===== config.mk =====
export PLATFORM = sky130hd
export DESIGN_NAME = stim_bank_ctrl
export DESIGN_NICKNAME = d
export VERILOG_FILES = /design/src/verilog/stim_bank_pkg.sv /design/src/verilog/stim_bank_ctrl.sv
export SDC_FILE = /design/constraint.sdc
export NUM_CORES = 1
export LEC_CHECK = 0
export BUFFER_PORTS_ARGS = -buffer_cell sky130_fd_sc_hd__buf_2
export CORE_MARGIN = 2
export CORE_UTILIZATION = 40
export DETAILED_ROUTE_END_ITERATION = 10
export SKIP_CTS_REPAIR_TIMING = 1
export SLEW_MARGIN = 10
export SYNTH_ARGS = -nofsm -noshare
export SYNTH_HDL_FRONTEND = slang
export SYNTH_SLANG_ARGS = --single-unit

===== constraint.sdc =====
create_clock -name clock_i -period 12.74 [get_ports clock_i]
set_clock_uncertainty 0.05 [all_clocks]
set_input_delay 2.548 -clock clock_i [delete_from_list [all_inputs] [get_ports clock_i]]
set_output_delay 2.548 -clock clock_i [all_outputs]
set_load 0.03 [all_outputs]

===== src/verilog/stim_bank_pkg.sv =====
// Purpose: Shared constants and carriers for the stimulator bank control
// Assumes: 200 MHz clock, register port with one-cycle read latency
// Notes: Offsets are byte addresses of 32-bit words
package stim_bank_pkg;

    // Clock and time base
    localparam int unsigned CLK_PERIOD_PS = 5000;
    localparam int unsigned MS_PS = 1000000000;
    localparam int unsigned MS_CYCLES = MS_PS / CLK_PERIOD_PS;

    // Indicator periods and off-bank pulse width in milliseconds
    localparam logic [11:0] SYNC_PERIOD_MS = 12'h3e8;
    localparam logic [11:0] OFF_PERIOD_MS = 12'hbb8;
    localparam logic [11:0] OFF_PULSE_MS = 12'h064;
    localparam logic [11:0] FAST_PERIOD_MS = 12'h0fa;
    localparam logic [11:0] SLOW_PERIOD_MS = 12'h5dc;
    localparam logic [11:0] HV_PERIOD_MS = 12'h1f4;

    // Register offsets
    localparam logic [5:0] ADDR_STIM_SEL = 6'h00;
    localparam logic [5:0] ADDR_RET_SEL = 6'h04;
    localparam logic [5:0] ADDR_BANK_EN = 6'h08;
    localparam logic [5:0] ADDR_CONFIG = 6'h0c;
    localparam logic [5:0] ADDR_DOUT = 6'h10;
    localparam logic [5:0] ADDR_STATUS = 6'h14;
    localparam logic [5:0] ADDR_INT_STAT = 6'h18;
    localparam logic [5:0] ADDR_INT_MASK = 6'h1c;
    localparam logic [5:0] ADDR_CHAN_STATE = 6'h20;

    // Fields and reset values
    localparam int unsigned CFG_GLOBAL_REF_BIT = 0;
    localparam logic [3:0] BANK_EN_RST = 4'hf;
    localparam logic [15:0] ALL_CH_MASK = 16'hffff;
    localparam logic [15:0] FOUR_CH_MASK = 16'h000f;

    // Interrupt event positions
    localparam int unsigned EV_CONFLICT = 0;
    localparam int unsigned EV_LINK_LOST = 1;
    localparam int unsigned EV_LINK_UP = 2;
    localparam int unsigned EV_BAT_LOW = 3;
    localparam int unsigned EV_HV_LOW = 4;

    typedef enum logic [2:0] {
        MODE_OPEN = 3'b001,
        MODE_STIM = 3'b010,
        MODE_RET = 3'b100
    } chan_mode_e;

    typedef struct packed {
        logic wr;
        logic rd;
        logic [5:0] addr;
        logic [31:0] wdata;
    } bus_req_s;

    typedef struct packed {
        logic valid;
        logic is_ctrl;
        logic [5:0] addr;
        logic [15:0] data;
    } link_word_s;

    typedef struct packed {
        logic hv_low;
        logic hv_ok;
        logic bat_low;
        logic bat_chg;
        logic link_ok;
    } status_pins_s;

    typedef struct packed {
        logic [15:0] stim_sel;
        logic [15:0] ret_sel;
        logic [3:0] bank_en;
        logic global_ref;
        logic [15:0] dout;
        logic [4:0] int_stat;
        logic [4:0] int_mask;
        chan_mode_e [15:0] mode;
        logic [3:0] conflict;
        logic [3:0] bank_pwr;
        logic [31:0] ms_cnt;
        logic [11:0] ms_time;
        logic [4:0] sync1;
        logic [4:0] sync2;
        logic [4:0] sync3;
        logic [4:0] lvl;
        logic [31:0] rdata;
        logic [31:0] chan_state;
        logic dac_valid;
        logic [15:0] dac_data;
        logic [15:0] stim_led;
        logic [15:0] ret_led;
        logic sync_led;
        logic gref_led;
        logic bat_led;
        logic hv_led;
        logic [15:0] ctl_led;
        logic irq;
    } ctrl_state_s;

    localparam ctrl_state_s STATE_RST = '{
        mode: '{default: MODE_OPEN},
        bank_en: BANK_EN_RST,
        default: '0
    };

endpackage : stim_bank_pkg


===== src/verilog/stim_bank_ctrl.sv =====
// Purpose: Channel mode, bank power, indicators and control outputs
// Assumes: Link words arrive already deserialised on this clock
// Notes: Register port writes win over link writes in the same cycle
//
// Contract
// - Four or sixteen channels, four-channel banks, bank power
// - Each channel is stimulate, reference or open
// - Stim and ref in bank shuts bank (code shuts it only when a single channel is selected for both)
// - Stim light per channel while stimulating
// - Powered-off bank lights pulse every three seconds
// - Ref light per channel while reference
// - Link light blinks unlinked, steady when linked
// - Global reference light while global return used
// - Battery light fast charging, slow when low
// - High voltage light steady good, blinking low
// - Sixteen control outputs written as one word
// - Control light per output while high
// - Link carries samples, control and channel state
// - All channels open after power-up
`timescale 1ns/1ps
`default_nettype none

module stim_bank_ctrl #(
    parameter int unsigned NUM_CH = 16,
    parameter int unsigned MS_CYCLES = stim_bank_pkg::MS_CYCLES
) (
    // Clock and reset
    input wire logic clock_i,
    input wire logic reset_i,
    // Register port
    input wire stim_bank_pkg::bus_req_s bus_i,
    output logic [31:0] rdata_o,
    // Link side
    input wire stim_bank_pkg::link_word_s link_i,
    output logic [31:0] chan_state_o,
    output logic dac_valid_o,
    output logic [15:0] dac_data_o,
    // Status pins
    input wire stim_bank_pkg::status_pins_s pins_i,
    // Bank power and channel lights
    output logic [3:0] bank_pwr_o,
    output logic [15:0] stim_led_o,
    output logic [15:0] ret_led_o,
    // Status lights
    output logic sync_led_o,
    output logic gref_led_o,
    output logic bat_led_o,
    output logic hv_led_o,
    // Control outputs and interrupt
    output logic [15:0] ctl_out_o,
    output logic [15:0] ctl_led_o,
    output logic irq_o
);

    stim_bank_pkg::ctrl_state_s s;
    stim_bank_pkg::ctrl_state_s next_s;
    logic [15:0] chan_mask;
    logic [15:0] stim_eff;
    logic [15:0] ret_eff;
    logic use_gref;
    logic [4:0] events;
    logic [4:0] clr;

    function automatic logic blink(input logic [11:0] ms, input logic [11:0] period);
        logic [11:0] m;
        m = ms % period;
        return m < (period >> 1);
    endfunction : blink

    // Shared by link control words and the register port
    function automatic stim_bank_pkg::ctrl_state_s cfg_write(
        input stim_bank_pkg::ctrl_state_s st,
        input logic [5:0] addr,
        input logic [15:0] data
    );
        stim_bank_pkg::ctrl_state_s r;
        r = st;
        unique case (addr)
            stim_bank_pkg::ADDR_STIM_SEL: r.stim_sel = data;
            stim_bank_pkg::ADDR_RET_SEL: r.ret_sel = data;
            stim_bank_pkg::ADDR_BANK_EN: r.bank_en = data[3:0];
            stim_bank_pkg::ADDR_CONFIG: r.global_ref = data[stim_bank_pkg::CFG_GLOBAL_REF_BIT];
            stim_bank_pkg::ADDR_DOUT: r.dout = data;
            default: r = st;
        endcase
        return r;
    endfunction : cfg_write

    assign chan_mask = (NUM_CH == 16) ? stim_bank_pkg::ALL_CH_MASK
                                      : stim_bank_pkg::FOUR_CH_MASK;
    // An all-zero return mask falls back to the global return path
    assign use_gref = s.global_ref | (s.ret_sel == 16'h0000);
    assign stim_eff = s.stim_sel & chan_mask;
    assign ret_eff = use_gref ? 16'h0000 : (s.ret_sel & chan_mask);

    always_comb begin
        next_s = s;
        events = 5'h00;
        clr = 5'h00;

        // Pins: three stages, level moves once stages two and three agree
        next_s.sync1 = pins_i;
        next_s.sync2 = s.sync1;
        next_s.sync3 = s.sync2;
        next_s.lvl = (s.sync2 & s.sync3) | (s.lvl & (s.sync2 | s.sync3));

        // Control words from the link, then the register port
        if (link_i.valid && link_i.is_ctrl) begin
            next_s = cfg_write(next_s, link_i.addr, link_i.data);
        end
        if (bus_i.wr) begin
            next_s = cfg_write(next_s, bus_i.addr, bus_i.wdata[15:0]);
            if (bus_i.addr == stim_bank_pkg::ADDR_INT_STAT) begin
                clr = bus_i.wdata[4:0];
            end
            if (bus_i.addr == stim_bank_pkg::ADDR_INT_MASK) begin
                next_s.int_mask = bus_i.wdata[4:0];
            end
        end

        // Bank conflict and power
        for (int b = 0; b < 4; b++) begin
            next_s.conflict[b] = |(stim_eff[4*b +: 4] & ret_eff[4*b +: 4]);
            next_s.bank_pwr[b] = s.bank_en[b] & ~next_s.conflict[b]
                & (b < NUM_CH / 4);
        end

        // Modes follow this cycle's bank power, so a conflict never leaks
        for (int i = 0; i < 16; i++) begin
            if (!next_s.bank_pwr[i / 4]) begin
                next_s.mode[i] = stim_bank_pkg::MODE_OPEN;
            end else if (stim_eff[i]) begin
                next_s.mode[i] = stim_bank_pkg::MODE_STIM;
            end else if (ret_eff[i]) begin
                next_s.mode[i] = stim_bank_pkg::MODE_RET;
            end else begin
                next_s.mode[i] = stim_bank_pkg::MODE_OPEN;
            end
        end

        // Millisecond divider, three-second frame covers every period
        if (s.ms_cnt >= MS_CYCLES - 1) begin
            next_s.ms_cnt = 32'h0000_0000;
            if (s.ms_time >= stim_bank_pkg::OFF_PERIOD_MS - 12'h001) begin
                next_s.ms_time = 12'h000;
            end else begin
                next_s.ms_time = s.ms_time + 12'h001;
            end
        end else begin
            next_s.ms_cnt = s.ms_cnt + 32'h0000_0001;
        end

        // Channel lights and channel state toward the base
        for (int i = 0; i < 16; i++) begin
            if (s.bank_pwr[i / 4]) begin
                next_s.stim_led[i] = (s.mode[i] == stim_bank_pkg::MODE_STIM);
            end else begin
                next_s.stim_led[i] = chan_mask[i]
                    & (s.ms_time < stim_bank_pkg::OFF_PULSE_MS);
            end
            next_s.ret_led[i] = (s.mode[i] == stim_bank_pkg::MODE_RET);
            next_s.chan_state[i] = (s.mode[i] == stim_bank_pkg::MODE_STIM);
            next_s.chan_state[16 + i] = (s.mode[i] == stim_bank_pkg::MODE_RET);
        end

        // Status lights
        next_s.sync_led = s.lvl[0]
            | blink(s.ms_time, stim_bank_pkg::SYNC_PERIOD_MS);
        next_s.gref_led = use_gref;
        if (s.lvl[1]) begin
            next_s.bat_led = blink(s.ms_time, stim_bank_pkg::FAST_PERIOD_MS);
        end else if (s.lvl[2]) begin
            next_s.bat_led = blink(s.ms_time, stim_bank_pkg::SLOW_PERIOD_MS);
        end else begin
            next_s.bat_led = 1'b0;
        end
        if (s.lvl[3]) begin
            next_s.hv_led = 1'b1;
        end else if (s.lvl[4]) begin
            next_s.hv_led = blink(s.ms_time, stim_bank_pkg::HV_PERIOD_MS);
        end else begin
            next_s.hv_led = 1'b0;
        end
        next_s.ctl_led = s.dout;

        // Samples pass straight to the converters
        next_s.dac_valid = link_i.valid & ~link_i.is_ctrl;
        next_s.dac_data = link_i.valid ? link_i.data : s.dac_data;

        // Sticky events; a set in the clearing cycle survives
        events[stim_bank_pkg::EV_CONFLICT] = |(next_s.conflict & ~s.conflict);
        events[stim_bank_pkg::EV_LINK_LOST] = s.lvl[0] & ~next_s.lvl[0];
        events[stim_bank_pkg::EV_LINK_UP] = ~s.lvl[0] & next_s.lvl[0];
        events[stim_bank_pkg::EV_BAT_LOW] = ~s.lvl[2] & next_s.lvl[2];
        events[stim_bank_pkg::EV_HV_LOW] = ~s.lvl[4] & next_s.lvl[4];
        next_s.int_stat = (s.int_stat & ~clr) | events;
        next_s.irq = |(s.int_stat & s.int_mask);

        // Read data stands only in the cycle after the strobe
        next_s.rdata = 32'h0000_0000;
        if (bus_i.rd) begin
            unique case (bus_i.addr)
                stim_bank_pkg::ADDR_STIM_SEL: next_s.rdata = {16'h0000, s.stim_sel};
                stim_bank_pkg::ADDR_RET_SEL: next_s.rdata = {16'h0000, s.ret_sel};
                stim_bank_pkg::ADDR_BANK_EN: next_s.rdata = {28'h0000000, s.bank_en};
                stim_bank_pkg::ADDR_CONFIG: next_s.rdata = {31'h00000000, s.global_ref};
                stim_bank_pkg::ADDR_DOUT: next_s.rdata = {16'h0000, s.dout};
                stim_bank_pkg::ADDR_STATUS:
                    next_s.rdata = {19'h00000, s.bank_pwr, s.conflict, s.lvl};
                stim_bank_pkg::ADDR_INT_STAT: next_s.rdata = {27'h0000000, s.int_stat};
                stim_bank_pkg::ADDR_INT_MASK: next_s.rdata = {27'h0000000, s.int_mask};
                stim_bank_pkg::ADDR_CHAN_STATE: next_s.rdata = s.chan_state;
                default: next_s.rdata = 32'h0000_0000;
            endcase
        end
    end

    always_ff @(posedge clock_i or posedge reset_i) begin
        if (reset_i) begin
            s <= stim_bank_pkg::STATE_RST;
        end else begin
            s <= next_s;
        end
    end

    assign rdata_o = s.rdata;
    assign chan_state_o = s.chan_state;
    assign dac_valid_o = s.dac_valid;
    assign dac_data_o = s.dac_data;
    assign bank_pwr_o = s.bank_pwr;
    assign stim_led_o = s.stim_led;
    assign ret_led_o = s.ret_led;
    assign sync_led_o = s.sync_led;
    assign gref_led_o = s.gref_led;
    assign bat_led_o = s.bat_led;
    assign hv_led_o = s.hv_led;
    assign ctl_out_o = s.dout;
    assign ctl_led_o = s.ctl_led;
    assign irq_o = s.irq;

    property p_conflict_off;
        @(posedge clock_i) disable iff (reset_i)
        (next_s.conflict != 4'h0) |=> ((bank_pwr_o & s.conflict) == 4'h0);
    endproperty
    a_conflict_off: assert property (p_conflict_off)
        else $error("conflicting bank still powered");

    property p_one_mode;
        @(posedge clock_i) disable iff (reset_i)
        (chan_state_o[15:0] & chan_state_o[31:16]) == 16'h0000;
    endproperty
    a_one_mode: assert property (p_one_mode)
        else $error("channel in two modes");

    property p_stim_led;
        @(posedge clock_i) disable iff (reset_i)
        (bank_pwr_o == 4'hf) ##1 (bank_pwr_o == 4'hf)
            |=> (stim_led_o == chan_state_o[15:0]);
    endproperty
    a_stim_led: assert property (p_stim_led)
        else $error("stim light does not follow channel");

    property p_off_pulse;
        @(posedge clock_i) disable iff (reset_i)
        (s.bank_pwr[0] == 1'b0 && s.ms_time >= stim_bank_pkg::OFF_PULSE_MS)
            |=> (stim_led_o[3:0] == 4'h0);
    endproperty
    a_off_pulse: assert property (p_off_pulse)
        else $error("off bank light outside pulse");

    property p_ref_led;
        @(posedge clock_i) disable iff (reset_i)
        ret_led_o == chan_state_o[31:16];
    endproperty
    a_ref_led: assert property (p_ref_led)
        else $error("ref light mismatch");

    property p_sync_steady;
        @(posedge clock_i) disable iff (reset_i)
        s.lvl[0] [*2] |-> sync_led_o;
    endproperty
    a_sync_steady: assert property (p_sync_steady)
        else $error("link light not steady");

    property p_gref;
        @(posedge clock_i) disable iff (reset_i)
        (bus_i.wr && bus_i.addr == stim_bank_pkg::ADDR_RET_SEL && bus_i.wdata[15:0] != 16'h0000)
            ##1 !bus_i.wr [*2] |=> (gref_led_o == s.global_ref);
    endproperty
    a_gref: assert property (p_gref)
        else $error("global reference light wrong");

    property p_dout;
        @(posedge clock_i) disable iff (reset_i)
        (bus_i.wr && bus_i.addr == stim_bank_pkg::ADDR_DOUT)
            |=> (ctl_out_o == $past(bus_i.wdata[15:0])) ##1 (ctl_led_o == $past(ctl_out_o));
    endproperty
    a_dout: assert property (p_dout)
        else $error("control output or light wrong");

    property p_irq;
        @(posedge clock_i) disable iff (reset_i)
        ((s.int_stat & s.int_mask) != 5'h00) |=> irq_o;
    endproperty
    a_irq: assert property (p_irq)
        else $error("interrupt not raised");

    c_conflict: cover property (@(posedge clock_i) disable iff (reset_i)
        s.conflict != 4'h0);
    c_link_up: cover property (@(posedge clock_i) disable iff (reset_i)
        $rose(sync_led_o) ##1 s.lvl[0]);
    c_sample: cover property (@(posedge clock_i) disable iff (reset_i)
        dac_valid_o ##1 dac_valid_o);

endmodule : stim_bank_ctrl

`default_nettype wire


======== Yosys cells after proc, flatten, opt, wreduce, memory -nomap -nowiden ========
Cells that the tools add are included.
Widths: inputs -> output; s select.
word-level totals
  flip-flop bits (word level) ............. 317
  input bits .............................. 71
  output and inout port bits .............. 154
operators by class
  add/subtract/negate cells ............... 2
  div/mod/pow operators ................... 4
  $lt $le $gt $ge ......................... 7
  eq/ne operators ......................... 44
  multiplexer cells ....................... 89
  bitwise logic cells ..................... 34
  reductions and logical operators ........ 10
operators by type and width
  cell                   count
  $mux 317               2
  $pmux 32 s9            1
  $mux 3                 48
  $mux 16                7
  $mux 32                2
  $eq 3x2->1 const B     16
  $eq 3x3->1 const B     16
  $add 32x1->32 const B  1
  $ge 32x18->1 const B   1
  $eq 6x5->1 const B     5
  $eq 6x4->1 const B     4
  $lt 12x7->1 const B    2
  $mux 12                2
  $mux 1                 22
  $and 4x4->4            5
  $and 5x5->5            4
  $reduce_or 4->1        5
  $logic_not 16->1       1
  $mux 5                 3
  $or 5x5->5             3
  $add 12x1->12 const B  1
  $eq 6x3->1 const B     2
  $ge 12x12->1 const B   1
  $logic_not 6->1        2
  16 further kinds       34

======== Longest topological paths before layout ========
  depth in word-level cells ............... 9
  gate-level depth with buffers ........... 13
  gate-level depth less buffers ........... 11

======== Least setup slack after synthesis ========
OpenSTA, ideal clock, no wires.
  kind .................................... input-to-reg
  start ................................... in link_i[23] in the netlist's numbering
  end ..................................... reg s[291] in the netlist's numbering
  arrival ................................. 4,557 ps
  data required time ...................... 12,553 ps
  setup slack ............................. 7,996 ps
  cell stages on the path ................. 8
  path buffers ............................ 2
  path through ............................ clkbuf_1 > nand3_1 > nor3_1 > nand2_1 > nor2_1 > clkbuf_1 > mux2i_1 > a21oi_1
RTL lines
  what                  line                   source
  start, declared       stim_bank_ctrl.sv:34   input wire stim_bank_pkg::link_word_s link_i,
  end signal, assigned  stim_bank_ctrl.sv:220  s <= stim_bank_pkg::STATE_RST;
  end signal, assigned  stim_bank_ctrl.sv:222  s <= next_s;
  end, declared         stim_bank_ctrl.sv:55   stim_bank_pkg::ctrl_state_s s;

==> reports/qor.yml <==
vias: 10309
final_common_cell: "dfrtp_1"
synthDistinctLibCells: 90
root_buffer: "clkbuf_16"
syn2layout_area_growth_pct: 10.3
drcViolationCount: 0
pre_cts_slack_ns: 7.18
hp-start: "s[150]$_DFF_PP0_"
timing.fmax_mhz: 197
max_cap_violations: 0
crit_required_ns: 13.02
syn_inst: 1381
dr.pass1.iters: 6
ys_ff_latch: 301
layout_worst_path_cycle_share_pct: 39.9
reg2reg_slack_ns: 8.37
drive_above_1_share_pct: 23.9
syn_area_um2: 14500
worstPathMaxFanout: 32
drtIter0Drc: 905
yosysWarnings: 0
insertion_delay_ns: 0.52
worstHoldPathType: "flip-flop to flip-flop"
cts_tree: "yes"
die_area_um2: 37900
port_buffers: 208
worstReg2RegStart: "s[163]$_DFFE_PP0N_"
timing.rr.end: "bat_led_o$_DFF_PP0_"
die_x_um: 195
viasPerCell: 5.38
clock-sinks: 301
async_flop_share_pct: 100
slew_viol_final: 0
tightest_slew_ns: 1.24
rows: 69
crit_type: "primary input to flip-flop"
grt_max_degree: 188
wl_per_cell_um: 19.1
die_h_um: 195
htree_levels: 2
path_clk_slew_ns: 0.06
layout_common_cells: "dfrtp_1 (281), buf_2 (208), nor2_1 (132), nand2_1 (92), a21oi_1 (73)"
ir_worst_vdd_uv: 116
fin_area_um2: 16000
slew_headroom_pct: 17.3
finalPower_w: 0.00281
finalSetupViolCount: 0
numCtsBuffers: 34
synth_ff_type: "dfrtp_1"
crit_path_end_kind: "flip-flop"
grt_pass1_wl_mm: 58.2
antenna_found_initial: 3
dpl_cell_area_um2: 14900
power_density_nw_per_um2: 175
ioPinCount: 225
clockBufferDepth: 3
grt_overflow: 0
hold_viol: 0
period_needed_ns: 5.09
yosysTopAreaCellShare_pct: 48.3
rsz0062_at_grt: "no"
critPathLaunchType: "primary input"
postLayoutSetupSlackWorst_ns: 7.65
synth.avg_cell_area_um2: 10.5
arrival_ns: 5.37
dp_hpwl_mm: 25.8
setup_tns_ns: 0
grt_pass1_vias: 9915
wirelength_mm: 36.6
synth_edf_count: 0
p_leak_nw: 7.54
ant_nets: 0
min_path_cells: 0
worstHoldEndpoint: "s[145]$_DFF_PP0_"
initial_core_util_pct: 40.8
synthTopCellsByArea: "dfrtp_1 (48%), buf_4 (7.9%), mux2i_1 (3.9%), dfstp_2 (3.6%), nor2_1 (3.5%)"
core_um2: 35700
grt_usage_pct: 19.4
synth_seq_area_share_pct: 52.0
synth.largest_area_cell: "dfrtp_1"
finalNetCount: 1503
run_status: "finished, final reports clean"
reg2reg_depth: 10
place.gp.congestion: 0.873
whs_ns: 0.299
## worst max-delay path by stage
| stage | start | end | slack (ns) |
|---|---|---|---|
| after detailed placement | bus_i[36] | stim_eff[11]$_DFF_PP0_ | 7.18 |
| after CTS | bus_i[36] | stim_eff[4]$_DFF_PP0_ | 7.76 |
| after global placement | bus_i[36] | stim_eff[8]$_DFF_PP0_ | 7.27 |
| final | bus_i[36] | stim_eff[3]$_DFF_PP0_ | 7.65 |
| after floorplan | reset_i | bank_pwr_o[0]$_DFF_PP0_ | 1.86 |
| after global routing | bus_i[36] | stim_eff[2]$_DFF_PP0_ | 7.43 |
## state kept, by name (all words and copies together) (netlist names)
signal        cells
bank_pwr_o        4
bat_led_o         1
chan_state_o     17
ctl_led_o        16
ctl_out_o        16
dac_data_o       16
dac_valid_o       1
gref_led_o        1
hv_led_o          1
irq_o             1
rdata_o          32
ret_led_o        15
s               147
stim_eff         16
stim_led_o       16
sync_led_o        1
## kinds of logic (layout without fill, tap and decap cells)
group,count (synthesis),count (layout),synth area share [%]
other,1,15,0.0258
XOR/XNOR,28,28,1.74
adder cells (fa/ha/maj),9,9,0.688
multiplexers,87,87,6.24
AND/OR/NAND/NOR,432,432,15.3
buffers and inverters,236,296,10.3
AO/OA/AOI/OAI,287,287,13.8
flip-flops,301,301,52.0
## Yosys cell counts (all sizes together), types with 6 or more instances
master	count
a21o	22
and2	33
nand2b	7
or3	6
nor3b	36
nor4	13
a31oi	13
buf	173
o211ai	13
a222oi	15
a21oi	74
mux2	30
nor2b	8
nor2	134
xnor2	17
and3	35
clkbuf	44
nor3	16
dfstp	20
o31ai	9
nand2	92
inv	16
dfrtp	281
a32oi	6
xor2	11
a211oi	7
o21ai	55
a22oi	14
mux2i	57
nand3	26
## layout make-up
type | instances | area [um^2]
Fill cell | 3350 | 19600
Timing Repair Buffer | 215 | 1110
Clock buffer | 51 | 986
Sequential cell | 301 | 7560
Antenna cell | 1 | 2.50
Clock inverter | 11 | 183
Inverter | 19 | 78.8
Multi-Input combinational cell | 857 | 5550
Tap cell | 461 | 577
## where the power goes
group / switching (W) / internal [W]
Sequential: 0.000130 / 0.00108
Combinational: 0.000384 / 0.000196
Clock: 0.000391 / 0.000622
## stage by stage
stage                     util (%)  std cells
after floorplan                  -       1394
after global placement        41.7       1853
after detailed placement      41.7       1853
after CTS                     45.0       1915
after global routing          45.0       1916
final                         45.0       1916
## critical path, stage by stage
cell and delay, ns:
buf_2 0.24, or3_1 0.41, nor2_1 0.96, and2_1 0.92, o21ai_0 0.27
## layer usage
layer  global-route usage (%)  share of wire (%)
met1                     29.8                 50
met3                     3.23                6.2
met4                     6.35                2.5
met5                        0              0.057
met2                     27.7                 42
(Power assumes the default switching activity.)
